File: config.mk
export PLATFORM = sky130hd
export DESIGN_NAME = atahd_decoder
export DESIGN_NICKNAME = d
export VERILOG_FILES = /design/src/logic/atahd_pkg.sv /design/src/logic/atahd_decoder.sv
export SDC_FILE = /design/constraint.sdc
export NUM_CORES = 2
export LEC_CHECK = 0
export BUFFER_PORTS_ARGS = -buffer_cell sky130_fd_sc_hd__clkbuf_2
export CAP_MARGIN = 10
export CORE_MARGIN = 10
export CORE_UTILIZATION = 35
export CTS_CLUSTER_DIAMETER = 80
export DETAILED_ROUTE_END_ITERATION = 12
export PLACE_DENSITY_LB_ADDON = 0.05
export SETUP_SLACK_MARGIN = 0.15
export SLEW_MARGIN = 20
export SYNTH_ARGS = -nofsm -noshare
export SYNTH_HDL_FRONTEND = slang
export SYNTH_SLANG_ARGS = --single-unit
export TNS_END_PERCENT = 10
File: constraint.sdc
create_clock -name clk_sys -period 6 [get_ports clk_sys]
set_input_delay 0.6 -clock clk_sys [delete_from_list [all_inputs] [get_ports clk_sys]]
set_output_delay 0.6 -clock clk_sys [all_outputs]
set_load 0.005 [all_outputs]
File: src/logic/atahd_pkg.sv
// package for the task-file access decoder: offsets, mapping indices, i/o bases
// assumes a single 200 MHz system clock domain
package atahd_pkg;
  localparam logic [3:0] OFS_DATA = 4'h0;
  localparam logic [3:0] OFS_FAULT = 4'h1;
  localparam logic [3:0] OFS_COUNT = 4'h2;
  localparam logic [3:0] OFS_BLK_LO = 4'h3;
  localparam logic [3:0] OFS_BLK_MID = 4'h4;
  localparam logic [3:0] OFS_BLK_HI = 4'h5;
  localparam logic [3:0] OFS_UNIT = 4'h6;
  localparam logic [3:0] OFS_STATE = 4'h7;
  localparam logic [3:0] OFS_DATA_DUP = 4'h8;
  localparam logic [3:0] OFS_ODD_DUP = 4'h9;
  localparam logic [3:0] OFS_FAULT_DUP = 4'hd;
  localparam logic [3:0] OFS_SHADOW = 4'he;
  localparam logic [3:0] OFS_UNIT_RB = 4'hf;
  localparam logic [3:0] OFS_DISK_SHADOW = 4'h6;
  localparam logic [5:0] MAP_MEMORY = 6'h00;
  localparam logic [5:0] MAP_CONTIG = 6'h01;
  localparam logic [5:0] MAP_PRIMARY = 6'h02;
  localparam logic [5:0] MAP_SECONDARY = 6'h03;
  localparam logic [5:0] MAP_RESET = 6'h00;
  localparam logic [5:0] PRI_CMD_BASE = 6'h1f;
  localparam logic [5:0] PRI_CTL_BASE = 6'h3f;
  localparam logic [5:0] SEC_CMD_BASE = 6'h17;
  localparam logic [5:0] SEC_CTL_BASE = 6'h37;
  localparam int unsigned MEM_REG_SPAN = 2048;
  localparam int unsigned MEM_WIN_BASE = 1024;
  localparam logic [7:0] FEAT_8BIT_ON = 8'h01;
  localparam logic [7:0] FEAT_8BIT_OFF = 8'h81;
  localparam logic [7:0] CMD_SET_FEATURES = 8'hef;
  localparam logic [7:0] UNIT_RESET = 8'ha0;
  localparam logic [7:0] SHADOW_CTL_RESET = 8'h00;
endpackage

File: src/logic/atahd_decoder.sv
// host-socket access decoder: byte/word lanes onto task file and data buffer
// assumes strobes already synchronous to clk_sys; one access per strobe edge
`timescale 1ns/1ps
module atahd_decoder
  import atahd_pkg::*;
#(
  parameter int unsigned BUF_WORDS = 256,
  parameter int unsigned AW = 11
) (
  input wire logic clk_sys, // system clock
  input wire logic sys_rst, // synchronous reset, high
  input wire logic power_up, // power-up pulse, distinguishes from hard reset
  input wire logic ce1_n, // lower byte enable
  input wire logic ce2_n, // upper byte enable
  input wire logic reg_n, // attribute/io select, low = io
  input wire logic [AW-1:0] addr, // host address
  input wire logic oe_n, // memory read strobe, also disk mode strap
  input wire logic we_n, // memory write strobe
  input wire logic iord_n, // io read strobe
  input wire logic iowr_n, // io write strobe
  input wire logic [5:0] mapping_selector_bits, // configuration index
  input wire logic [15:0] d_in, // data bus in
  output logic [15:0] d_out, // data bus out
  output logic d_lo_oe, // lower lane drive
  output logic d_hi_oe, // upper lane drive
  output logic dedicated_disk_mode, // disk mode latched at power-up
  output logic [7:0] fault_info_q, // error register contents
  output logic [7:0] option_select_q, // last features value
  output logic [7:0] opcode_q, // last command written
  output logic opcode_stb, // one-cycle pulse on command write
  output logic [7:0] iface_ctl_q, // device control
  output logic [7:0] blk_count_q, // transfer block count
  output logic [23:0] start_block_q, // start block low/mid/high
  output logic [7:0] unit_sel_q, // unit and top block select
  output logic [$clog2(BUF_WORDS)-1:0] buf_ptr_q, // buffer word pointer
  output logic byte_phase_q // next byte is odd
);
  import atahd_pkg::*;

  localparam int unsigned PW = $clog2(BUF_WORDS);

  logic [15:0] buf_mem [BUF_WORDS];
  logic rd_q;
  logic wr_q;
  logic rd_st;
  logic wr_st;
  logic rd_go;
  logic wr_go;
  logic mem_cyc;
  logic io_cyc;
  logic hit;
  logic [3:0] ofs;
  logic eight_bit_q, pwr_seen_q;
  logic [7:0] state_q, unit_rb_q;
  logic is_data;
  logic is_odd;
  logic is_fault;
  logic word_acc;
  logic lo_only;
  logic hi_only;
  logic both_lo;
  logic tf_wr;
  logic [5:0] idx;

  assign idx = mapping_selector_bits;
  assign rd_st = dedicated_disk_mode || !mem_cyc ? !iord_n : !oe_n;
  assign wr_st = dedicated_disk_mode || !mem_cyc ? !iowr_n : !we_n;
  assign rd_go = rd_st && !rd_q && hit;
  assign wr_go = wr_st && !wr_q && hit;
  assign both_lo = !ce1_n && !ce2_n;
  // disk mode data port is word wide on the lower enable until 8-bit mode is on
  assign word_acc = dedicated_disk_mode ? (lo_only && addr[2:0] == 3'h0 && !eight_bit_q)
    : both_lo;
  assign lo_only = !ce1_n && ce2_n;
  assign hi_only = ce1_n && !ce2_n;

  always_ff @(posedge clk_sys) begin
    if (sys_rst) begin
      rd_q <= 1'b0;
    end else begin
      rd_q <= rd_st;
    end
  end

  always_ff @(posedge clk_sys) begin
    if (sys_rst) begin
      wr_q <= 1'b0;
    end else begin
      wr_q <= wr_st;
    end
  end

  // strap sampled only on power-up; a plain reset (hot insert) clears it
  always_ff @(posedge clk_sys) begin
    if (sys_rst) begin
      pwr_seen_q <= 1'b0;
      dedicated_disk_mode <= 1'b0;
    end else if (power_up && !pwr_seen_q) begin
      pwr_seen_q <= 1'b1;
      dedicated_disk_mode <= !oe_n;
    end else if (!power_up) begin
      pwr_seen_q <= 1'b0;
    end
  end

  // address decode per mapping
  always_comb begin
    mem_cyc = 1'b0;
    io_cyc = 1'b0;
    hit = 1'b0;
    ofs = addr[3:0];
    if (ce1_n && ce2_n) begin
      hit = 1'b0;
    end else if (dedicated_disk_mode) begin
      io_cyc = 1'b1;
      ofs = {1'b0, addr[2:0]};
      if (lo_only) begin
        hit = 1'b1;
      end else if (hi_only && addr[2:0] == OFS_DISK_SHADOW[2:0]) begin
        hit = 1'b1;
        ofs = addr[0] ? OFS_UNIT_RB : OFS_SHADOW;
      end
    end else if (idx == MAP_MEMORY) begin
      mem_cyc = reg_n;
      hit = reg_n && 32'(addr) < MEM_REG_SPAN;
      if (32'(addr) >= MEM_WIN_BASE) begin
        ofs = addr[0] ? OFS_ODD_DUP : OFS_DATA_DUP;
      end
    end else if (!reg_n) begin
      io_cyc = 1'b1;
      unique case (idx)
        MAP_CONTIG: hit = 1'b1;
        MAP_PRIMARY: hit = (addr[9:4] == PRI_CMD_BASE && !addr[3])
          || (addr[9:4] == PRI_CTL_BASE && addr[3:1] == 3'h3);
        MAP_SECONDARY: hit = (addr[9:4] == SEC_CMD_BASE && !addr[3])
          || (addr[9:4] == SEC_CTL_BASE && addr[3:1] == 3'h3);
        default: hit = 1'b0;
      endcase
      if (hit && (idx == MAP_PRIMARY || idx == MAP_SECONDARY) && addr[9:4] != PRI_CMD_BASE
          && addr[9:4] != SEC_CMD_BASE) begin
        ofs = addr[0] ? OFS_UNIT_RB : OFS_SHADOW;
      end
    end
  end

  // classify the target register
  always_comb begin
    is_data = 1'b0;
    is_odd = 1'b0;
    is_fault = 1'b0;
    if (ofs == OFS_DATA || ofs == OFS_DATA_DUP || ofs == OFS_ODD_DUP) begin
      if (word_acc) begin
        is_data = 1'b1;
      end else if (ofs == OFS_DATA && hi_only && !dedicated_disk_mode) begin
        is_fault = 1'b1;
      end else begin
        is_data = 1'b1;
        is_odd = ofs == OFS_ODD_DUP || hi_only;
      end
    end else if (ofs == OFS_FAULT || ofs == OFS_FAULT_DUP) begin
      is_fault = !word_acc || ofs == OFS_FAULT_DUP;
      is_data = word_acc && ofs == OFS_FAULT; // overlapped offset 1 word acts as data
    end
  end

  // data buffer pointer and byte phase
  always_ff @(posedge clk_sys) begin
    if (sys_rst) begin
      buf_ptr_q <= '0;
      byte_phase_q <= 1'b0;
    end else if ((rd_go || wr_go) && is_data) begin
      if (word_acc) begin
        buf_ptr_q <= buf_ptr_q + PW'(1);
        byte_phase_q <= 1'b0;
      end else if (dedicated_disk_mode && !eight_bit_q) begin
        byte_phase_q <= byte_phase_q;
      end else if (is_odd || byte_phase_q) begin
        buf_ptr_q <= buf_ptr_q + PW'(1);
        byte_phase_q <= 1'b0;
      end else begin
        byte_phase_q <= 1'b1;
      end
    end
  end

  // odd first (9 then 8) ends the word on the odd byte; 8 then opens the next word
  always_ff @(posedge clk_sys) begin
    if (wr_go && is_data) begin
      if (word_acc) begin
        buf_mem[buf_ptr_q] <= d_in;
      end else if (!(dedicated_disk_mode && !eight_bit_q)) begin
        if (is_odd) begin
          buf_mem[buf_ptr_q][15:8] <= hi_only ? d_in[15:8] : d_in[7:0];
        end else if (byte_phase_q) begin
          buf_mem[buf_ptr_q][15:8] <= d_in[7:0];
        end else begin
          buf_mem[buf_ptr_q][7:0] <= d_in[7:0];
        end
      end
    end
  end

  // task file registers, one process each except the three start block bytes, which share one
  assign tf_wr = wr_go && !is_data && !is_fault;

  always_ff @(posedge clk_sys) begin
    if (sys_rst) begin
      option_select_q <= '0;
    end else if (wr_go && is_fault) begin
      option_select_q <= hi_only || word_acc ? d_in[15:8] : d_in[7:0];
    end
  end

  always_ff @(posedge clk_sys) begin
    if (sys_rst) begin
      blk_count_q <= '0;
    end else if (tf_wr && ofs == OFS_COUNT) begin
      blk_count_q <= d_in[7:0];
    end
  end

  always_ff @(posedge clk_sys) begin
    if (sys_rst) begin
      start_block_q <= '0;
    end else if (tf_wr && ofs == OFS_BLK_LO) begin
      start_block_q[7:0] <= d_in[7:0];
    end else if (tf_wr && ofs == OFS_BLK_MID) begin
      start_block_q[15:8] <= d_in[7:0];
    end else if (tf_wr && ofs == OFS_BLK_HI) begin
      start_block_q[23:16] <= d_in[7:0];
    end
  end

  always_ff @(posedge clk_sys) begin
    if (sys_rst) begin
      unit_sel_q <= UNIT_RESET;
    end else if (tf_wr && ofs == OFS_UNIT) begin
      unit_sel_q <= d_in[7:0];
    end
  end

  always_ff @(posedge clk_sys) begin
    if (sys_rst) begin
      opcode_q <= '0;
      opcode_stb <= 1'b0;
    end else begin
      opcode_stb <= tf_wr && ofs == OFS_STATE;
      if (tf_wr && ofs == OFS_STATE) begin
        opcode_q <= d_in[7:0];
      end
    end
  end

  always_ff @(posedge clk_sys) begin
    if (sys_rst) begin
      eight_bit_q <= 1'b0;
    end else if (tf_wr && ofs == OFS_STATE && d_in[7:0] == CMD_SET_FEATURES) begin
      if (option_select_q == FEAT_8BIT_ON) begin
        eight_bit_q <= 1'b1;
      end else if (option_select_q == FEAT_8BIT_OFF) begin
        eight_bit_q <= 1'b0;
      end
    end
  end

  // disk mode takes control on the lower lane even with the upper enable
  always_ff @(posedge clk_sys) begin
    if (sys_rst) begin
      iface_ctl_q <= SHADOW_CTL_RESET;
    end else if (tf_wr && ofs == OFS_SHADOW) begin
      iface_ctl_q <= hi_only && !dedicated_disk_mode ? d_in[15:8] : d_in[7:0];
    end
  end

  // fixed ready pattern: no media engine stands behind this port
  always_ff @(posedge clk_sys) begin
    if (sys_rst) begin
      state_q <= '0;
    end else begin
      state_q <= {1'b0, 1'b1, 2'b01, 1'b1, 3'b000};
    end
  end

  always_ff @(posedge clk_sys) begin
    if (sys_rst) begin
      unit_rb_q <= '0;
    end else begin
      unit_rb_q <= {2'b11, ~unit_sel_q[3:0], 1'b1, ~unit_sel_q[4]};
    end
  end

  always_ff @(posedge clk_sys) begin
    if (sys_rst) begin
      fault_info_q <= '0;
    end else begin
      fault_info_q <= fault_info_q;
    end
  end

  // read data and lane drive, registered
  logic [7:0] rd_byte;
  always_comb begin
    rd_byte = 8'h00;
    if (is_fault) begin
      rd_byte = fault_info_q;
    end else if (is_data) begin
      rd_byte = is_odd || byte_phase_q ? buf_mem[buf_ptr_q][15:8] : buf_mem[buf_ptr_q][7:0];
    end else begin
      unique case (ofs)
        OFS_COUNT: rd_byte = blk_count_q;
        OFS_BLK_LO: rd_byte = start_block_q[7:0];
        OFS_BLK_MID: rd_byte = start_block_q[15:8];
        OFS_BLK_HI: rd_byte = start_block_q[23:16];
        OFS_UNIT: rd_byte = unit_sel_q;
        OFS_STATE, OFS_SHADOW: rd_byte = state_q;
        OFS_UNIT_RB: rd_byte = unit_rb_q;
        default: rd_byte = 8'h00;
      endcase
    end
  end

  always_ff @(posedge clk_sys) begin
    if (sys_rst) begin
      d_out <= '0;
    end else if (rd_go) begin
      if (word_acc && is_data) begin
        d_out <= buf_mem[buf_ptr_q];
      end else if (word_acc) begin
        d_out <= {fault_info_q, rd_byte};
      end else begin
        d_out <= {rd_byte, rd_byte};
      end
    end
  end

  // disk mode answers on the lower lane; upper lane only for word data
  always_ff @(posedge clk_sys) begin
    if (sys_rst) begin
      d_lo_oe <= 1'b0;
      d_hi_oe <= 1'b0;
    end else if (rd_go) begin
      d_lo_oe <= dedicated_disk_mode || !ce1_n;
      d_hi_oe <= dedicated_disk_mode ? word_acc : !ce2_n;
    end else if (!rd_st || (ce1_n && ce2_n)) begin
      d_lo_oe <= 1'b0;
      d_hi_oe <= 1'b0;
    end
  end
endmodule

# Word level (Yosys, flattened, before mapping)
# Memory sizes are Yosys's and may differ from the RTL's. A register that Yosys moved wholly into a read port is not among the register bits.
# Index checks and enable logic that the tools add are counted.
# classes
bitwise,7
n_reduce_logical,81
muxes,88
eq_ne,28
n_lt_le_gt_ge,1
add_sub_neg,1
# op_table
operator,count
$mux 8,15
$mux 1,60
$pmux 8 s7,1
$logic_and 1x1->1,38
$mux 16,2
$mux 4,8
$eq 4x4->1 const B,5
$logic_not 1->1,17
$eq 4x3->1 const B,4
$eq 8x8->1 const B,2
$logic_or 1x1->1,14
$eq 6x2->1 const B,2
$eq 6x5->1 const B,2
$eq 6x6->1 const B,2
$ne 6x5->1 const B,2
$ge 11x11->1 const B,1
$add 8x1->8 const B,1
$eq 4x2->1 const B,2
$eq 8x1->1 const B,1
$mux 7,1
$eq 6x1->1 const B,1
$logic_not 6->1,1
$reduce_and 2->1,3
$reduce_and 3->1,2
13 further kinds,19
# word_totals
ram_bits,4096
elab_cells,229
mem_count,1
register_bits,113
# mem_list
name,words,word_bits,read_ports,rd_ports_with_merged_regs,wr,line_no,rtl
buf_mem,256,16,1,1,1,atahd_decoder.sv:42,logic [15:0] buf_mem [BUF_WORDS];

# Logic depth before layout (Yosys ltp)
# logic_depth
word_depth,29
ltp_mapped,14
mapped_depth_nobuf,8

# Worst setup path after synthesis
# Ideal clock, no wire load.
# synth_path
path_kind,input port to flip-flop
startpoint,input mapping_selector_bits[5]
endpoint,"memory buf_mem[0][12], data pin"
setup_time_ps,557
cell_stages,8
n_path_buf,0
arrival_ps,4830
t_required_ps,5443
slack_ps,613
path_cell_list,or4_4 -> nor4_4 -> a41oi_2 -> or3_4 -> a211oi_4 -> nand2_1 -> nor3_4 -> mux2_2
# synth_via
elab_chain_cells,27
# synth_lines
item,line_no,rtl
from (decl),atahd_decoder.sv:21,"input wire logic [5:0] mapping_selector_bits,"
$eq 6x2->1 or $eq 6x1->1 (tied branches),"atahd_decoder.sv:131, atahd_decoder.sv:139",
$pmux 1 s3,atahd_decoder.sv:131,unique case (idx)
$mux 1,atahd_decoder.sv:129,end else if (!reg_n) begin
$mux 1,atahd_decoder.sv:123,end else if (idx == MAP_MEMORY) begin
$mux 1,atahd_decoder.sv:114,end else if (dedicated_disk_mode) begin
$mux 1,atahd_decoder.sv:112,if (ce1_n && ce2_n) begin
$logic_and 1x1->1 (2 in a row),atahd_decoder.sv:139,if (hit && (idx == MAP_PRIMARY || idx == MAP_SECONDARY) && addr[9:4] != PRI_CMD_BASE
$logic_and 1x1->1,atahd_decoder.sv:140,&& addr[9:4] != SEC_CMD_BASE) begin
[... 10 more ...],--,
$mux 1,atahd_decoder.sv:151,if (ofs == OFS_DATA || ofs == OFS_DATA_DUP || ofs == OFS_ODD_DUP) begin
$mux 1,atahd_decoder.sv:192,if (is_odd) begin
$mux 1,atahd_decoder.sv:191,end else if (!(dedicated_disk_mode && !eight_bit_q)) begin
$mux 1,atahd_decoder.sv:189,if (word_acc) begin
$mux 1,atahd_decoder.sv:188,if (wr_go && is_data) begin
$mux 1,atahd_decoder.sv:193,buf_mem[buf_ptr_q][15:8] <= hi_only ? d_in[15:8] : d_in[7:0];
$mux 8 (no line),--,
$mux 8 (no line) *,--,
to (decl),atahd_decoder.sv:42,
# Mark *: on every way between the ends. The rest lies on a longest branch, timed or not. The select of a mux whose other input is x is not followed.

==> summary.txt <==
Critical path
  – CP max stage delay: 0.90 ns
  – R2r setup slk: 0.94 ns
  – Crit. End Element: flip-flop
  – CP bufs+invs: 3
  – Delay-heaviest family, CP: simple AND/OR/NAND/NOR gates
  – Peak fanout along the critical path: 29
  – CP cell instances: buf_12 > buf_4 > mux4_2 > nand2_1 > nand4_1 > o22ai_1 > or4_1 > nor3_1 > buf_4 > a21oi_1 > o32ai_1
  – Crit path kind: reg2reg
  – Startpoint Class: flip-flop
  – Crit-path slowest cell: dfxtp_4
  – Cell mode on critical path: buf_4
  – CP Data Required Time: 6.92 ns
  – Worst path arrival time: 5.98 ns

Clock network
  – Max clock buf depth: 4
  – Cts bufs inserted: 460
  – CTS sink cnt: 4207
  – CTS resizes: 0
  – Clk Tree Root Cell: clkbuf_16
  – TritonCTS clock tree: built
  – Total number of H-tree levels: 5
  – Clock Latency Late Sink: 1.02 ns
  – Clock Pin Slew Worst Setup and Hold Paths: 0.06 ns

Power
  – VDD IR max: 0.265 mV
  – Overall power: 61.8 mW
  – Leakage: 59.2 nW
  – PD cells: 322 mW/mm2

Floorplanning
  – Die Y-Extent: 705 um
  – IO Count: 144
  – Initial Util: 0.352
  – Die Width: 705 um
  – Rows: 251
  – Die area: 0.498 mm2
  – Core region area: 0.468 mm2

Synthesis
  – Cell area after synthesis: 0.164 mm2
  – Post-synthesis sequential area ratio: 0.761
  – Synth Register Bits: 4207
  – Mapped Cells: 8218
  – Most used DFF post-synth: edfxtp_1
  – Post-synth EDFFs: 4096
  – FFs w/ async S/R, synth: 0
  – Yosys warns: 0
  – Synth Area per Inst: 20.0 um2
  – Post-synth cell types: 91

Routing
  – Routed vias/inst: 5.66
  – Via count: 87700
  – Post-route DRC: 0
  – Antenna-violating nets left: 0
  – Pre-antenna DRT Iters: 7
  – Final wirelength: 599000 um
  – Wire per inst: 38.6 um
  – Initial drt markers: 10100

Cells and area
  – Most common cell after layout, fill and taps aside: edfxtp_1
  – Commonest non-fill, non-tap cells in the layout: edfxtp_1 (4096), mux4_2 (912), nor2_1 (701)
  – Layout cells sized above 1: 0.265
  – Design Area, Final: 0.192 mm2
  – Post-layout util: 0.410
  – Layout area overhead: 16.6%
  – FILL cells: 41300
  – Layout Nets: 8954

Timing
  – Least-Margin Pin Slew: 1.26 ns
  – Relative slew margins: 0.141
  – Setup TNS: 0 ns
  – Tmin final: 5.06 ns
  – Final worst-path cycle share: 0.844
  – # setup viols final: 0
  – Fin. max-slew vios: 0
  – Unrepaired setup endpoints after global routing: false
  – Maximum clock rate: 198 MHz
  – Worst hold margin: 0.126 ns
  – Clock Skew: 0.0487 ns
  – Final Hold Vio Count: 0

Placement
  – Placed inst area: 0.177 mm2
  – Routability Congestion: 0.868
  – DP HPWL: 398000 um
  – PortBufs: 135

GRT
  – First-pass GRT wire length: 810000 um
  – Antenna violations before repair: 48
  – Pin count of the biggest net entering global routing: 127
  – Grt total ovfl: 0
  – Number of global-route vias before repair: 89500
  – Overall Global Routing Usage: 0.234

Hold path
  – Hold crit path type: in2reg

Status
  – Outcome: complete, no violations

Run
  – Max cap viols: 0
repair_timing:
| action | in CTS | in global routing |
|---|---|---|
| hold endpoints to repair | 55 | 0 |
| setup buffers | 0 | 0 |
| hold buffers | 12 | 0 |
final cells by class:
cell class,count,area [um2],share of cell area
inverter,19,91.3,0.000476
tap,6198,7750,0.0404
antenna,11,27.5,0.000144
clock inverter,274,2830,0.0148
multi-input combinational,3487,37400,0.195
clock buffer,578,12200,0.0636
sequential,4207,125000,0.653
timing repair buffer,732,6140,0.0320
worst reg2reg max path, delay by kind of cell (launching register included):
kind / cells / cell delay, ns
compound gates: 3 / 0.61
buf+inv: 3 / 1.11
flops: 1 / 0.90
mux: 1 / 0.47
simple gates: 4 / 1.87
report_power, final:
part | total (mW) | switching [mW] | leakage (nW) | internal [mW]
clock network | 28.5 | 12.1 | 7.31 | 16.5
logic | 1.05 | 0.841 | 14.2 | 0.207
registers | 32.2 | 0.0110 | 37.7 | 32.2
final timing paths:
check	cells past startpoint	startpoint	to
setup reg to reg	11	flip-flop	d_out[12]$_SDFFE_PP0P_
hold / removal	3	d_in[14]	iface_ctl_q[6]$_SDFFE_PP0P_
setup / recovery	11	flip-flop	d_out[12]$_SDFFE_PP0P_
hold reg to reg	2	d_lo_oe$_SDFFE_PP0P_	d_lo_oe$_SDFFE_PP0P_
registers in the layout (all words and copies together) (netlist names), 6 cells and up, named ones only:
name             count
blk_count_q          8
buf_mem           4096
buf_ptr_q            8
d_out               16
iface_ctl_q          8
opcode_q             8
option_select_q      8
start_block_q       24
unit_rb_q            6
unit_sel_q           8
per-stage QoR:
step / setup WS (ns) / cells
after floorplan: 0.613 / 8225
after global placement: 0.273 / 14600
after detailed placement: 0.241 / 14600
after CTS: 0.851 / 15500
after global routing: 0.836 / 15500
final: 0.938 / 15500
Yosys cell counts (95+ instances only):
cell type / number / area (um2)
edfxtp_1: 4096 / 123000
mux4_2: 912 / 20500
nor2_1: 708 / 2660
mux2i_1: 464 / 4640
nand2_1: 253 / 950
clkbuf_1: 214 / 803
buf_2: 205 / 1030
dfxtp_1: 111 / 2220
a21oi_1: 106 / 531
nand3_1: 101 / 505
a22oi_1: 97 / 728
o22ai_1: 95 / 594
logic make-up after synthesis:
logic type / after synthesis / synth area share
buf+inv: 531 / 0.0143
simple gates: 1351 / 0.0374
fa+ha+maj: 4 / 0.000304
mux: 1427 / 0.157
xor+xnor: 8 / 0.000426
compound gates: 689 / 0.0294
flops: 4207 / 0.761
other cells: 1 / 0.0000228
layer usage:
metal  GRT usage  vias up  wire, um  share of wire
met4      0.0566        8     16400          0.027
li1            -    35300         -              -
met5           0        -        48       0.000080
met3      0.0406      691     39200          0.065
met1       0.331    48200    260000           0.43
met2       0.379     3484    283000           0.47
No activity file was read; power rests on OpenSTA's default activity.
